### src/vsd_defs.svh
// constants for the video sync and digital output block
`ifndef VSD_DEFS_SVH
`define VSD_DEFS_SVH

// external control word bit positions
`define VSD_HS_TYPE_BIT   17
`define VSD_HS_POL_BIT    16
`define VSD_VS_TYPE_BIT   19
`define VSD_VS_POL_BIT    18

// timing defaults, in pixels or lines; line sync width in units of two pixels
`define VSD_H_TOTAL       16'd800
`define VSD_H_ACTIVE      16'd640
`define VSD_H_SYNC_START  16'd656
`define VSD_HS_UNITS      8'd48
`define VSD_V_TOTAL       16'd525
`define VSD_V_ACTIVE      16'd480
`define VSD_V_SYNC_START  16'd490
`define VSD_VS_LINES      8'd2

// pixel period in system clocks and lcd divide
`define VSD_PIX_DIV       4'd4
`define VSD_LCD_DIV       2'd3
`define VSD_RESET_BYTE    8'h00

`endif

### src/vsd_pkg.sv
// types for the video sync and digital output block
package vsd_pkg;
   typedef enum logic [1:0]
   {
      VSD_SRC_DIGITAL,
      VSD_SRC_PALETTE,
      VSD_SRC_LCD
   } vsd_src_type;
endpackage : vsd_pkg

### src/vsd_fifo.sv
// pixel fifo with valid and ready on both sides
`timescale 1ns/1ps
`default_nettype none
module vsd_fifo
#(
   parameter int WIDTH = 8,
   parameter int DEPTH = 32
)
(
   input  wire logic             i_clk_sys,
   input  wire logic             i_rst,
   input  wire logic [WIDTH-1:0] i_wr_data,
   input  wire logic             i_wr_valid,
   output logic                  o_wr_ready,
   output logic      [WIDTH-1:0] o_rd_data,
   output logic                  o_rd_valid,
   input  wire logic             i_rd_ready
);
   localparam int AW = $clog2(DEPTH);

   typedef struct packed
   {
      logic [AW:0] wp;
      logic [AW:0] rp;
      logic        rdy;
   } vsd_fifo_st_type;

   vsd_fifo_st_type          st_r;
   vsd_fifo_st_type          st_nxt;
   logic [WIDTH-1:0]         mem [DEPTH];
   logic                     full;
   logic                     empty;
   logic                     push;
   logic                     pop;

   assign full       = (st_r.wp[AW] != st_r.rp[AW]) &&
                       (st_r.wp[AW-1:0] == st_r.rp[AW-1:0]);
   assign empty      = (st_r.wp == st_r.rp);
   // ready comes from a flop so the top port is registered
   assign o_wr_ready = st_r.rdy;
   assign o_rd_valid = !empty;
   assign o_rd_data  = mem[st_r.rp[AW-1:0]];
   assign push       = i_wr_valid && !full;
   assign pop        = i_rd_ready && !empty;

   always_comb
   begin
      st_nxt = st_r;
      if (push)
         st_nxt.wp = st_r.wp + 1'b1;
      if (pop)
         st_nxt.rp = st_r.rp + 1'b1;
      st_nxt.rdy = !((st_nxt.wp[AW] != st_nxt.rp[AW]) &&
                     (st_nxt.wp[AW-1:0] == st_nxt.rp[AW-1:0]));
   end

   always_ff @(posedge i_clk_sys or posedge i_rst)
   begin
      if (i_rst)
      begin
         st_r     <= '0;
         st_r.rdy <= 1'b1;
      end
      else
         st_r <= st_nxt;
   end

   // storage carries no reset, only the pointers and the ready flag need one
   always_ff @(posedge i_clk_sys)
   begin
      if (push)
         mem[st_r.wp[AW-1:0]] <= i_wr_data;
   end
endmodule : vsd_fifo
`default_nettype wire

### src/vsd_sync_out.sv
// video sync generator and digital video output port
//
// Functional notes
// - in normal mode the pixel data strobe rises once per pixel.
// - while lcd data is produced the strobe runs at a quarter pixel rate.
// - 8-bit words on the digital video output are qualified by the strobe.
// - control bits 17 and 16 pick line sync type (hsync/nor) and polarity.
// - line sync width is programmed in steps of two pixel periods.
// - an external sync input realigns the video timing to another system.
// - bits 19 and 18 pick frame sync type (vsync/xnor) and polarity.
`timescale 1ns/1ps
`default_nettype none
`include "vsd_defs.svh"
module vsd_sync_out
   import vsd_pkg::*;
#(
   parameter int DATA_W     = 8,
   parameter int FIFO_DEPTH = 32,
   parameter int CNT_W      = 16
)
(
   input  wire logic              i_clk_sys,
   input  wire logic              i_rst,
   input  wire logic [31:0]       i_ext_ctrl,
   input  wire logic              i_strobe_en,
   input  wire logic [1:0]        i_src_sel,
   input  wire logic [CNT_W-1:0]  i_h_total,
   input  wire logic [CNT_W-1:0]  i_h_sync_start,
   input  wire logic [7:0]        i_hs_units,
   input  wire logic [CNT_W-1:0]  i_v_total,
   input  wire logic [CNT_W-1:0]  i_v_sync_start,
   input  wire logic [7:0]        i_vs_lines,
   input  wire logic [DATA_W-1:0] i_pix_data,
   input  wire logic              i_pix_valid,
   output logic                   o_pix_ready,
   input  wire logic              i_ext_sync,
   output logic                   o_pixel_data_strobe,
   output logic [DATA_W-1:0]      o_digital_video_out,
   output logic                   o_line_sync,
   output logic                   o_frame_sync
);
   // ************************************************************
   // state
   // ************************************************************
   typedef struct packed
   {
      logic [3:0]        pdiv;
      logic [1:0]        lcd_ph;
      logic [CNT_W-1:0]  hcnt;
      logic [CNT_W-1:0]  vcnt;
      logic [8:0]        hs_left;
      logic [7:0]        vs_left;
      logic              hs_act;
      logic              vs_act;
      logic              sync_s1;
      logic              sync_s2;
      logic              sync_d;
      logic              strobe;
      logic              live;
      logic [DATA_W-1:0] dout;
      logic              line_sync;
      logic              frame_sync;
   } vsd_st_type;

   vsd_st_type         st_r;
   vsd_st_type         st_nxt;
   logic [DATA_W-1:0]  fifo_data;
   logic               fifo_valid;
   logic               fifo_take;
   logic               pix_tick;
   logic               word_tick;
   logic               lcd_mode;
   logic               hs_raw;
   logic               vs_raw;
   logic               ext_edge;

   // ************************************************************
   // pixel buffer
   // ************************************************************
   // the fifo absorbs fetch bursts; a stall on the output side
   // back-pressures the pixel source through o_pix_ready
   vsd_fifo
   #(
      .WIDTH (DATA_W),
      .DEPTH (FIFO_DEPTH)
   )
   u_fifo
   (
      .i_clk_sys  (i_clk_sys),
      .i_rst      (i_rst),
      .i_wr_data  (i_pix_data),
      .i_wr_valid (i_pix_valid),
      .o_wr_ready (o_pix_ready),
      .o_rd_data  (fifo_data),
      .o_rd_valid (fifo_valid),
      .i_rd_ready (fifo_take)
   );

   // ************************************************************
   // timing
   // ************************************************************
   assign lcd_mode  = (vsd_src_type'(i_src_sel) == VSD_SRC_LCD);
   assign pix_tick  = (st_r.pdiv == `VSD_PIX_DIV - 4'd1);
   // lcd words are issued one per four pixels
   assign word_tick = pix_tick &&
                      (!lcd_mode || st_r.lcd_ph == `VSD_LCD_DIV);
   assign fifo_take = word_tick && i_strobe_en;
   // only the second synchroniser stage feeds the edge detector
   assign ext_edge  = st_r.sync_s2 && !st_r.sync_d;

   // ************************************************************
   // next state
   // ************************************************************
   always_comb
   begin
      st_nxt = st_r;
      hs_raw = 1'b0;
      vs_raw = 1'b0;
      st_nxt.sync_s1 = i_ext_sync;
      st_nxt.sync_s2 = st_r.sync_s1;
      st_nxt.sync_d  = st_r.sync_s2;
      st_nxt.pdiv    = pix_tick ? 4'd0 : st_r.pdiv + 4'd1;
      if (ext_edge)
      begin
         // restart the frame at the reference edge
         st_nxt.pdiv    = 4'd0;
         st_nxt.lcd_ph  = 2'd0;
         st_nxt.hcnt    = '0;
         st_nxt.vcnt    = '0;
         st_nxt.hs_act  = 1'b0;
         st_nxt.vs_act  = 1'b0;
      end
      else if (pix_tick)
      begin
         st_nxt.lcd_ph = st_r.lcd_ph + 2'd1;
         if (st_r.hcnt >= i_h_total - 1'b1)
         begin
            st_nxt.hcnt = '0;
            if (st_r.vcnt >= i_v_total - 1'b1)
            begin
               st_nxt.vcnt = '0;
            end
            else
            begin
               st_nxt.vcnt = st_r.vcnt + 1'b1;
            end
            // frame sync counted in whole raster lines
            if (st_r.vcnt == i_v_sync_start && i_vs_lines != 8'h00)
            begin
               st_nxt.vs_act  = 1'b1;
               st_nxt.vs_left = i_vs_lines - 8'd1;
            end
            else if (st_r.vs_act)
            begin
               if (st_r.vs_left == 8'h00)
               begin
                  st_nxt.vs_act = 1'b0;
               end
               else
               begin
                  st_nxt.vs_left = st_r.vs_left - 8'd1;
               end
            end
         end
         else
            st_nxt.hcnt = st_r.hcnt + 1'b1;
         // width is units of two pixels, so the pixel count is doubled
         if (st_r.hcnt == i_h_sync_start && i_hs_units != 8'h00)
         begin
            st_nxt.hs_act  = 1'b1;
            st_nxt.hs_left = {i_hs_units, 1'b0} - 9'd1;
         end
         else if (st_r.hs_act)
         begin
            if (st_r.hs_left == 9'h000)
            begin
               st_nxt.hs_act = 1'b0;
            end
            else
            begin
               st_nxt.hs_left = st_r.hs_left - 9'd1;
            end
         end
      end

      // ************************************************************
      // strobe and data
      // ************************************************************
      // data changes with the falling strobe edge, the receiver
      // captures on the rising one, mid-word; the strobe stays low
      // until a word has been issued, so a stale byte is presented as
      // valid data right after enable only when the first word finds the buffer empty
      if (!i_strobe_en)
      begin
         st_nxt.strobe = 1'b0;
         st_nxt.live   = 1'b0;
      end
      else if (word_tick)
      begin
         st_nxt.strobe = 1'b0;
         st_nxt.live   = 1'b1;
         st_nxt.dout   = fifo_valid ? fifo_data : st_r.dout;
      end
      else if (!st_r.live)
      begin
         st_nxt.strobe = 1'b0;
      end
      else if (!lcd_mode && st_r.pdiv == (`VSD_PIX_DIV >> 1) - 4'd1)
      begin
         st_nxt.strobe = 1'b1;
      end
      else if (lcd_mode && pix_tick && st_r.lcd_ph == 2'd1)
      begin
         st_nxt.strobe = 1'b1;
      end

      // ************************************************************
      // sync type and polarity
      // ************************************************************
      // composite nor: low-true combined sync is the nor of both
      if (i_ext_ctrl[`VSD_HS_TYPE_BIT])
      begin
         hs_raw = st_nxt.hs_act || st_nxt.vs_act;
      end
      else
      begin
         hs_raw = st_nxt.hs_act;
      end
      if (i_ext_ctrl[`VSD_VS_TYPE_BIT])
      begin
         vs_raw = st_nxt.hs_act ^ st_nxt.vs_act;
      end
      else
      begin
         vs_raw = st_nxt.vs_act;
      end
      st_nxt.line_sync  = hs_raw ^ !i_ext_ctrl[`VSD_HS_POL_BIT];
      st_nxt.frame_sync = vs_raw ^ !i_ext_ctrl[`VSD_VS_POL_BIT];
   end

   // ************************************************************
   // registers
   // ************************************************************
   always_ff @(posedge i_clk_sys or posedge i_rst)
   begin
      if (i_rst)
      begin
         st_r      <= '0;
         st_r.dout <= `VSD_RESET_BYTE;
      end
      else
         st_r <= st_nxt;
   end

   assign o_pixel_data_strobe = st_r.strobe;
   assign o_digital_video_out = st_r.dout;
   assign o_line_sync         = st_r.line_sync;
   assign o_frame_sync        = st_r.frame_sync;
endmodule : vsd_sync_out
`default_nettype wire

### config.mk
export PLATFORM = sky130hd
export DESIGN_NAME = vsd_sync_out
export DESIGN_NICKNAME = d
export VERILOG_FILES = /design/src/vsd_pkg.sv /design/src/vsd_fifo.sv /design/src/vsd_sync_out.sv
export VERILOG_INCLUDE_DIRS = /design/src
export SDC_FILE = /design/constraint.sdc
export NUM_CORES = 1
export LEC_CHECK = 0
export ABC_AREA = 0
export BUFFER_PORTS_ARGS = -buffer_cell sky130_fd_sc_hd__buf_2
export CORE_ASPECT_RATIO = 1.4
export CORE_MARGIN = 2
export CORE_UTILIZATION = 25
export DETAILED_ROUTE_END_ITERATION = 10
export HOLD_SLACK_MARGIN = 0.12
export PLACE_DENSITY_LB_ADDON = 0.1
export SYNTH_ARGS = -nofsm -noshare
export SYNTH_HDL_FRONTEND = slang
export SYNTH_HIERARCHICAL = 1
export SYNTH_SLANG_ARGS = --single-unit
### constraint.sdc
create_clock -name i_clk_sys -period 5.75 [get_ports i_clk_sys]
set_input_delay 0.2875 -clock i_clk_sys [delete_from_list [all_inputs] [get_ports i_clk_sys]]
set_output_delay 0.2875 -clock i_clk_sys [all_outputs]
set_load 0.005 [all_outputs]
# Word-level counts from Yosys, hierarchy flattened
# Memory sizes are Yosys's and may differ from the RTL's.
# Cells that the tools add are included.
[word_totals]
reg_bits = 85
latchBits = 0
mem_bits_rw = 256
mem_bits_ro = 0
inputBits = 127
out_inout_bits = 12
word_cells = 123
memories = 1
[classes]
n_addsub = 12
multipliers = 0
n_div = 0
n_lt_le_gt_ge = 2
n_eq_ne = 16
shifts = 0
mux = 35
bitwise = 5
reduce_logical = 33
[mem_list]
columns = ["memory", "depth", "word_bits", "rd", "rd_ports_with_merged_regs", "write_ports", "line", "rtl"]
rows = [
  ["u_fifo.mem", 32, 8, 1, 0, 1, "vsd_fifo.sv:30", "logic [WIDTH-1:0] mem [DEPTH];"],
]
[op_table]
columns = ["cell", "n"]
rows = [
  ["$mux 53", 1],
  ["$mux 16", 3],
  ["$mux 8", 5],
  ["$mux 9", 4],
  ["$mux 34", 1],
  ["$add 16x1->16 const B", 2],
  ["$eq 16x16->1", 2],
  ["$ge 16x16->1", 2],
  ["$sub 16x1->16 const B", 2],
  ["$sub 9x1->9 const B", 2],
  ["$reduce_bool 8->1", 2],
  ["$sub 8x1->8 const B", 2],
  ["$mux 1", 15],
  ["$add 6x1->6 const B", 2],
  ["$logic_and 1x1->1", 12],
  ["$mux 6", 2],
  ["$eq 5x5->1", 2],
  ["$logic_not 9->1", 1],
  ["$logic_not 8->1", 1],
  ["$mux 4", 2],
  ["$reduce_bool 2->1", 4],
  ["$logic_not 1->1", 7],
  ["$eq 6x6->1", 1],
  ["$ne 5x2->1 const B", 1],
  ["17 further kinds", 25],
]

# Longest topological paths before layout
# Gate-level depths: netlist (run 1).
[depth]
ltp_word = 10
mapped_depth = 19

# Cells and area by module
# Netlist (run 1), hierarchy kept.
[by_module_without_submodules]
columns = ["module", "n_inst", "cells_each", "area_each_um2"]
rows = [
  ["vsd_fifo", 1, 499, 10761.6],
  ["vsd_sync_out", 1, 633, 5596.6],
]

# Worst setup path before layout (run 1)
# No wires, ideal clock.
[synth_path]
path_type = "input to register"
startpoint = "input port i_h_total[5]"
endpoint = "register st_r (netlist bit o_frame_sync)"
setup_ns = 0.079
arrival_time_ns = 4.149
required_ns = 5.671
slack_ns = 1.522
path_stages = 18
n_path_buf = 0
cell_sequence = "or4_1 -> nor4_1 -> nand2_1 -> or2_1 -> nor3_1 -> xnor2_1 -> ha_1 -> nand2_1 -> nor4_2 -> or4b_4 -> a31o_4 -> and2_1 -> or2_1 -> inv_2 -> ha_1 -> nand2b_1 -> o31ai_2 -> xor2_1"
[synth_lines]
columns = ["element", "line", "rtl"]
rows = [
  ["start, declared", "vsd_sync_out.sv:27", "input wire logic [CNT_W-1:0] i_h_total,"],
  ["end signal, assigned", "vsd_sync_out.sv:252", "st_r <= st_nxt;"],
  ["end, declared", "vsd_sync_out.sv:65", "vsd_st_type st_r;"],
]

==> results of run 1 <==
[cell type report]
cell class / instances / area, µm²
multi-input combinational: 715 / 6170
fill: 6555 / 46000
clock buffer: 48 / 1010
timing repair buffer: 127 / 696
sequential: 341 / 9820
tap: 847 / 1060
inverter: 30 / 114
clock inverter: 19 / 225
[synthesized netlist by cell type, drive strengths merged, types with 3 or more instances]
master    n  area [µm²]
xor2     23         209
o41ai     3        26.3
nor2     78         293
nor4     13         109
or3       9        56.3
mux2i     5        50.1
and3     28         175
edfxtp  256        7690
o21a      4        30.0
nand4    15        93.8
buf      26         181
a21oi    30         154
o211ai    4        30.0
nor2b     3        18.8
a31o      3        35.0
nand2b   10        62.6
a211oi    5        37.5
a21o      5        37.5
nand3    22         110
or4       6        48.8
or2       8        52.6
and2      6        37.5
xnor2    70         621
o21ai    64         328
ha       50         626
nand3b    6        45.0
o211a     3        30.0
clkbuf   20        75.1
a22o      9        78.8
o22ai     4        25.0
nand2    74         278
o31ai    14         155
mux2     18         203
inv      30         113
dfrtp    84        2100
nor3     21         110
mux4     80        1800
[sequential cells by signal (all words and copies together) (netlist names)]
| name | cells |
|---|---|
| u_fifo/mem | 256 |
| st_r | 59 |
| u_fifo/st_r | 12 |
| o_digital_video_out | 8 |
| st_nxt | 2 |
| o_frame_sync | 1 |
| o_line_sync | 1 |
| o_pixel_data_strobe | 1 |
| u_fifo/o_wr_ready | 1 |
[worst paths after layout]
| kind | endpoint | slack (ns) | cells after the start |
|---|---|---|---|
| worst max-delay path | o_frame_sync | 0.90 | 21 |
| worst min register to register | st_nxt[12] | 0.38 | 0 |
| min in group asynchronous | st_r[31] | 0.33 | 3 |
| max in group asynchronous | o_digital_video_out[1] | 4.33 | 4 |
| worst min-delay path | st_r[17] | 0.16 | 3 |
| worst max register to register | o_frame_sync | 1.75 | 13 |
[per-stage QoR]
| step | setup WS [ns] | std cells | hold slack, ns | total power, µW | utilization |
|---|---|---|---|---|---|
| finish | 0.897 | 2127 | 0.155 | 7400 | 0.293 |
| global route | 0.544 | 2127 | 0.152 | 7800 | 0.293 |
| CTS | 0.906 | 2127 | 0.126 | 7560 | 0.293 |
| detailed placement | 0.878 | 2053 | 0.332 | 5070 | 0.273 |
| global placement | 0.933 | 2053 | 0.333 | 5060 | 0.273 |
| floorplan | 1.52 | 1132 | 0.164 | 4450 | - |
[where the power goes]
part | internal, µW | switching (µW)
logic | 886 | 923
clock network | 1430 | 999
registers | 2870 | 284
[cell families after synthesis]
kind of cell    count (synthesis)  synth area share
xor+xnor                       93            0.0507
simple gates                  308            0.0962
fa+ha+maj                      50            0.0382
mux                           103             0.126
compound gates                161            0.0666
flops                         341             0.600
buf+inv                        76            0.0226
[worst register-to-register path, cell delays in order, from the launching register on]
cell	delay, ns
dfrtp_1	0.50
xnor2_1	0.21
nand4_1	0.11
nor4_1	0.43
o31a_1	0.78
o2111a_1	0.30
buf_4	0.23
or2_1	0.18
inv_2	0.04
ha_1	0.25
nand2b_1	0.10
o31ai_2	0.07
xor2_1	0.13
dlygate4sd3_1	0.55
[metal layers]
layer | share of wire | up-vias | global-route usage
met5 | 0 | - | 0
met4 | 0.014 | 0 | 0.0268
met1 | 0.42 | 4874 | 0.149
met3 | 0.037 | 43 | 0.0198
li1 | - | 4595 | -
met2 | 0.53 | 153 | 0.235
==> results_dict.tcl, run 1 <==
set metrics [dict create \
    ant_nets 0 \
    cts_tree "built" \
    cpPeakStageDelay_ns 0.59 \
    min_path_type "in -> reg" \
    die_x_um 220 \
    cts_buffer_depth 3 \
    antenna_cells 0 \
    min-delay-start "i_vs_lines[0]" \
    status "completed" \
    fin_crit_ns 4.85 \
    io_pins 139 \
    synth_edf_count 256 \
    ys_ff_latch 341 \
    path_max_fanout 19 \
    drc 0 \
    place_area_um2 17800 \
    first_pass_iters 4 \
    hpwlAfterDp_mm 29.6 \
    drt_iter0_markers 702 \
    hold_viol 0 \
    rsz0062_at_grt "no" \
    p_leak_uw 0.00674 \
    fmax_mhz 206 \
    grt_overflow_total 0 \
    async_reset_ff_frac 0.249 \
    finalMaxSlewViolations 0 \
    fin_area_um2 19100 \
    grt_pass1_vias 10300 \
    coreArea_um2 65100 \
    grtUsageTotal 0.126 \
    path_class "in -> reg" \
    fin_worst_skew_ns 0.0145 \
    r2r-start "st_r[34]" \
    row_count 111 \
    tns_ns 0 \
    grt_max_degree 53 \
    synth_warnings 6 \
    cp_cell_sequence "buf_2 > or4_1 > nor4_1 > nand2_1 > or2_1 > nor3_1 > xnor2_1 > ha_1 > nand2_1 > nor4_2 > or4b_4 > nand3_1 > o2111a_1 > buf_4 > or2_1 > inv_2 > ha_1 > nand2b_1 > o31ai_2 > xor2_1 > dlygate4sd3_1" \
    die_area_um2 67500 \
    die_h_um 307 \
    seq_area_frac_synth 0.600 \
    ir_worst_vdd_mv 0.171 \
    grt_first_pass_wirelength_mm 64.0 \
    critPathBufInv 4 \
    final_cell_mix "edfxtp_1 (256), buf_2 (110), dfrtp_1 (82)" \
    fin_nets 1430 \
    cts-hold-fix-buffers 7 \
    layout-drive-gt1-share 0.242 \
    cpMaxStageDelayCell "or4_1" \
    syn_avg_cell_area_um2 14.5 \
    cts_resized 0 \
    routedWlPerCell_um 19.8 \
    clock-sinks 341 \
    initial_core_util 0.251 \
    cp-end-kind "register" \
    final_common_cell "edfxtp_1" \
    critPathLaunchType "primary input" \
    antenna_found_initial 0 \
    critical_path.top_delay_family "simple AND/OR/NAND/NOR gates" \
    syn_inst 1132 \
    cellPowerDensity_nw_per_um2 387 \
    cap_violations 0 \
    cts_root_buffer "clkbuf_16" \
    setup_violations 0 \
    vias 9665 \
    synth-main-ff-cell "edfxtp_1" \
    htreeDepth 2 \
    max_slew_margin 0.371 \
    postCtsSetupBuffers 0 \
    syn2layout_area_growth_pct 16.7 \
    clk_pin_slew_ns 0.06 \
    cp.arrival_ns 5.27 \
    cts_buffers 38 \
    io_buffers 110 \
    clock_latency_ns 0.54 \
    synth_nets 1309 \
    viasPerCell 4.54 \
    worst_slew_pin_slew_ns 0.940 \
    wl_mm 42.2 \
    synth.distinct_cells 74 \
    startpoint "i_h_total[5]" \
    post-route-period-util 0.844 \
    cp_data_required_time_ns 6.16 \
    gp_congestion 0.759 \
    synthesis.area_um2 16400 \
]
Note: power is estimated with default switching activity, not from simulation.
==> run 2, diff against run 1 <==
--- a/config.mk
+++ b/config.mk
@@ -6,7 +6,7 @@
 export SDC_FILE = /design/constraint.sdc
 export NUM_CORES = 1
 export LEC_CHECK = 0
-export ABC_AREA = 0
+export ABC_AREA = 1
 export BUFFER_PORTS_ARGS = -buffer_cell sky130_fd_sc_hd__buf_2
 export CORE_ASPECT_RATIO = 1.4
 export CORE_MARGIN = 2
==> constraint.sdc (replaced) <==
create_clock -name i_clk_sys -period 4.43 [get_ports i_clk_sys]
set_input_delay 0.2215 -clock i_clk_sys [delete_from_list [all_inputs] [get_ports i_clk_sys]]
set_output_delay 0.2215 -clock i_clk_sys [all_outputs]
set_load 0.005 [all_outputs]
==> results_dict.tcl, run 2 <==
set metrics [dict create \
    status "completed" \
    worst_slew_pin_slew_ns 1.19 \
    switching_power_uw 3860 \
    fmax_mhz 252 \
    setup_violations 0 \
    cts_buffer_depth 3 \
    ys_ff_latch 341 \
    cts_buffers 41 \
    io_pins 139 \
    cp_data_required_time_ns 4.86 \
    cp-end-kind "register" \
    grt_pass1_vias 12600 \
    seq_area_frac_synth 0.570 \
    comb_power_share 0.305 \
    grtUsageTotal 0.148 \
    synth_edf_count 256 \
    path_class "in -> reg" \
    cellPowerDensity_nw_per_um2 512 \
    cp.arrival_ns 4.40 \
    io_buffers 110 \
    r2r_setup_slack_ns 0.79 \
    synth_area_leader_cell "edfxtp_1" \
    critPathBufInv 6 \
    rsz0062_at_grt "no" \
    antenna_cells 0 \
    post-route-period-util 0.897 \
    synth_warnings 6 \
    tns_ns 0 \
    cpMaxStageDelayCell "dlygate4sd3_1" \
    critPathLaunchType "primary input" \
    final_common_cell "nand2_1" \
    synth-main-ff-cell "edfxtp_1" \
    antenna_found_initial 0 \
    grt_overflow_total 0 \
    gp_congestion 0.792 \
    grt_first_pass_wirelength_mm 78.3 \
    largest_reg_flops 256 \
    cpPeakStageDelay_ns 0.54 \
    critical_path.top_delay_family "simple AND/OR/NAND/NOR gates" \
    wl_mm 52.7 \
    routedWlPerCell_um 18.6 \
    fin_util 0.298 \
    power_uw 10400 \
    synth.top_cells.by_count "nand2_1 (361), edfxtp_1 (256), nor2_1 (187)" \
    htreeDepth 2 \
    first_pass_iters 7 \
    crit_top_cell "nand2_1" \
    r2r-start "st_r[68]" \
    viasPerCell 4.50 \
    cp.depth 28 \
    final_cell_mix "nand2_1 (361), edfxtp_1 (256), nor2_1 (187)" \
    place_area_um2 18800 \
    cts_root_buffer "clkbuf_16" \
    drt_iter0_markers 975 \
    ir_worst_vdd_mv 0.268 \
    die_area_um2 71100 \
    synth.top_cell.area_share 0.446 \
    ant_nets 0 \
    async_reset_ff_frac 0.249 \
    reg2reg_to "o_line_sync" \
    grt_max_degree 138 \
    initial_core_util 0.253 \
    max_slew_margin 0.206 \
    coreArea_um2 68000 \
    min-delay-start "i_hs_units[6]" \
    p_leak_uw 0.00804 \
    drc 0 \
    cap_violations 0 \
    yosys-top-cells-area "edfxtp_1 (45%), dfrtp_1 (12%), nand2_1 (7.9%)" \
    syn_avg_cell_area_um2 9.84 \
    postCtsSetupBuffers 0 \
    syn_inst 1751 \
    hold_viol 0 \
    synth.distinct_cells 53 \
    clock_latency_ns 0.56 \
    swShare 0.371 \
    synthesis.area_um2 17200 \
    min_path_type "in -> reg" \
    vias 12800 \
    fin_nets 2062 \
    cts_tree "built" \
    path_max_fanout 4 \
    syn2layout_area_growth_pct 17.8 \
    fin_crit_ns 3.97 \
    seqPwrFrac 0.378 \
    fin_worst_skew_ns 0.0209 \
    clock-sinks 341 \
    internal-power_uw 6530 \
    synth_nets 1928 \
    synthMostInstantiatedCell "nand2_1" \
    die_h_um 315 \
    hpwlAfterDp_mm 35.3 \
    hold_depth 5 \
    row_count 113 \
    r2r_cells 16 \
    finalMaxSlewViolations 0 \
    hold_end "st_r[32]" \
    layout-drive-gt1-share 0.154 \
    p_clk_frac 0.317 \
    die_x_um 226 \
    clk_pin_slew_ns 0.06 \
    fin_area_um2 20300 \
]
==> run 2: metrics by stage <==
stage                     hold WS (ns)  std cells  setup WS [ns]
after floorplan                 0.0977       1751          0.995
after global placement           0.332       2745          0.541
after detailed placement         0.335       2745          0.506
after CTS                        0.124       2835          0.312
after global routing             0.197       2835         0.0841
final                            0.164       2835          0.457
==> run 2: power groups by stage <==
stage / sequential [µW] / clock (µW) / combinational, µW
floorplan: 3880 / 0 / 2040
global placement: 4000 / 0 / 3240
detailed placement: 4000 / 0 / 3250
CTS: 3940 / 3430 / 3280
global route: 3970 / 3540 / 3510
finish: 3930 / 3300 / 3170
==> run 2: kinds of logic (layout without fill, tap and decap cells) <==
| logic type | Yosys count | count (layout) | share of synthesized area |
|---|---|---|---|
| mux | 8 | 8 | 0.00523 |
| compound gates | 244 | 244 | 0.0842 |
| flops | 341 | 341 | 0.570 |
| xor+xnor | 76 | 76 | 0.0386 |
| simple gates | 794 | 794 | 0.208 |
| buf+inv | 238 | 402 | 0.0578 |
| fa+ha+maj | 50 | 50 | 0.0363 |
==> run 2: repair_timing <==
item,4_1_cts,5_1_grt
hold endpoints to repair,63,0
gates resized for setup,0,1
hold buffers,17,0
endpoints found under the setup margin,0,1
==> run 2: tightest hold or removal path: cells and delay by family <==
kind,cells,cell delay (ns)
buffers and inverters,1,0.11
AOI/OAI and AO/OA,2,0.13
xor gates and xnor gates,1,0.14
and+or+nand+nor,1,0.06
==> run 2: metal layers <==
metal | share of wire | track usage
met5 | 0 | 0
met4 | 0.032 | 0.0540
met3 | 0.036 | 0.0192
met2 | 0.53 | 0.280
met1 | 0.40 | 0.167
==> run 2: cell type report <==
cell class / count / area [µm²]
tap: 920 / 1150
clock inverter: 25 / 229
fill: 7119 / 47700
inverter: 168 / 638
multi-input combinational: 1172 / 6420
sequential: 341 / 9820
clock buffer: 48 / 1050
timing repair buffer: 161 / 988
==> run 2: how the worst max path moves through the flow <==
stage,slack [ns],end,start
2_1_floorplan,0.99,o_frame_sync,i_h_total[0]
3_3_place_gp,0.54,o_frame_sync,i_h_total[0]
3_5_place_dp,0.51,o_frame_sync,i_h_total[0]
4_1_cts,0.31,o_line_sync,i_h_total[0]
5_1_grt,0.08,o_line_sync,i_h_total[0]
6_report,0.46,o_line_sync,i_h_total[0]
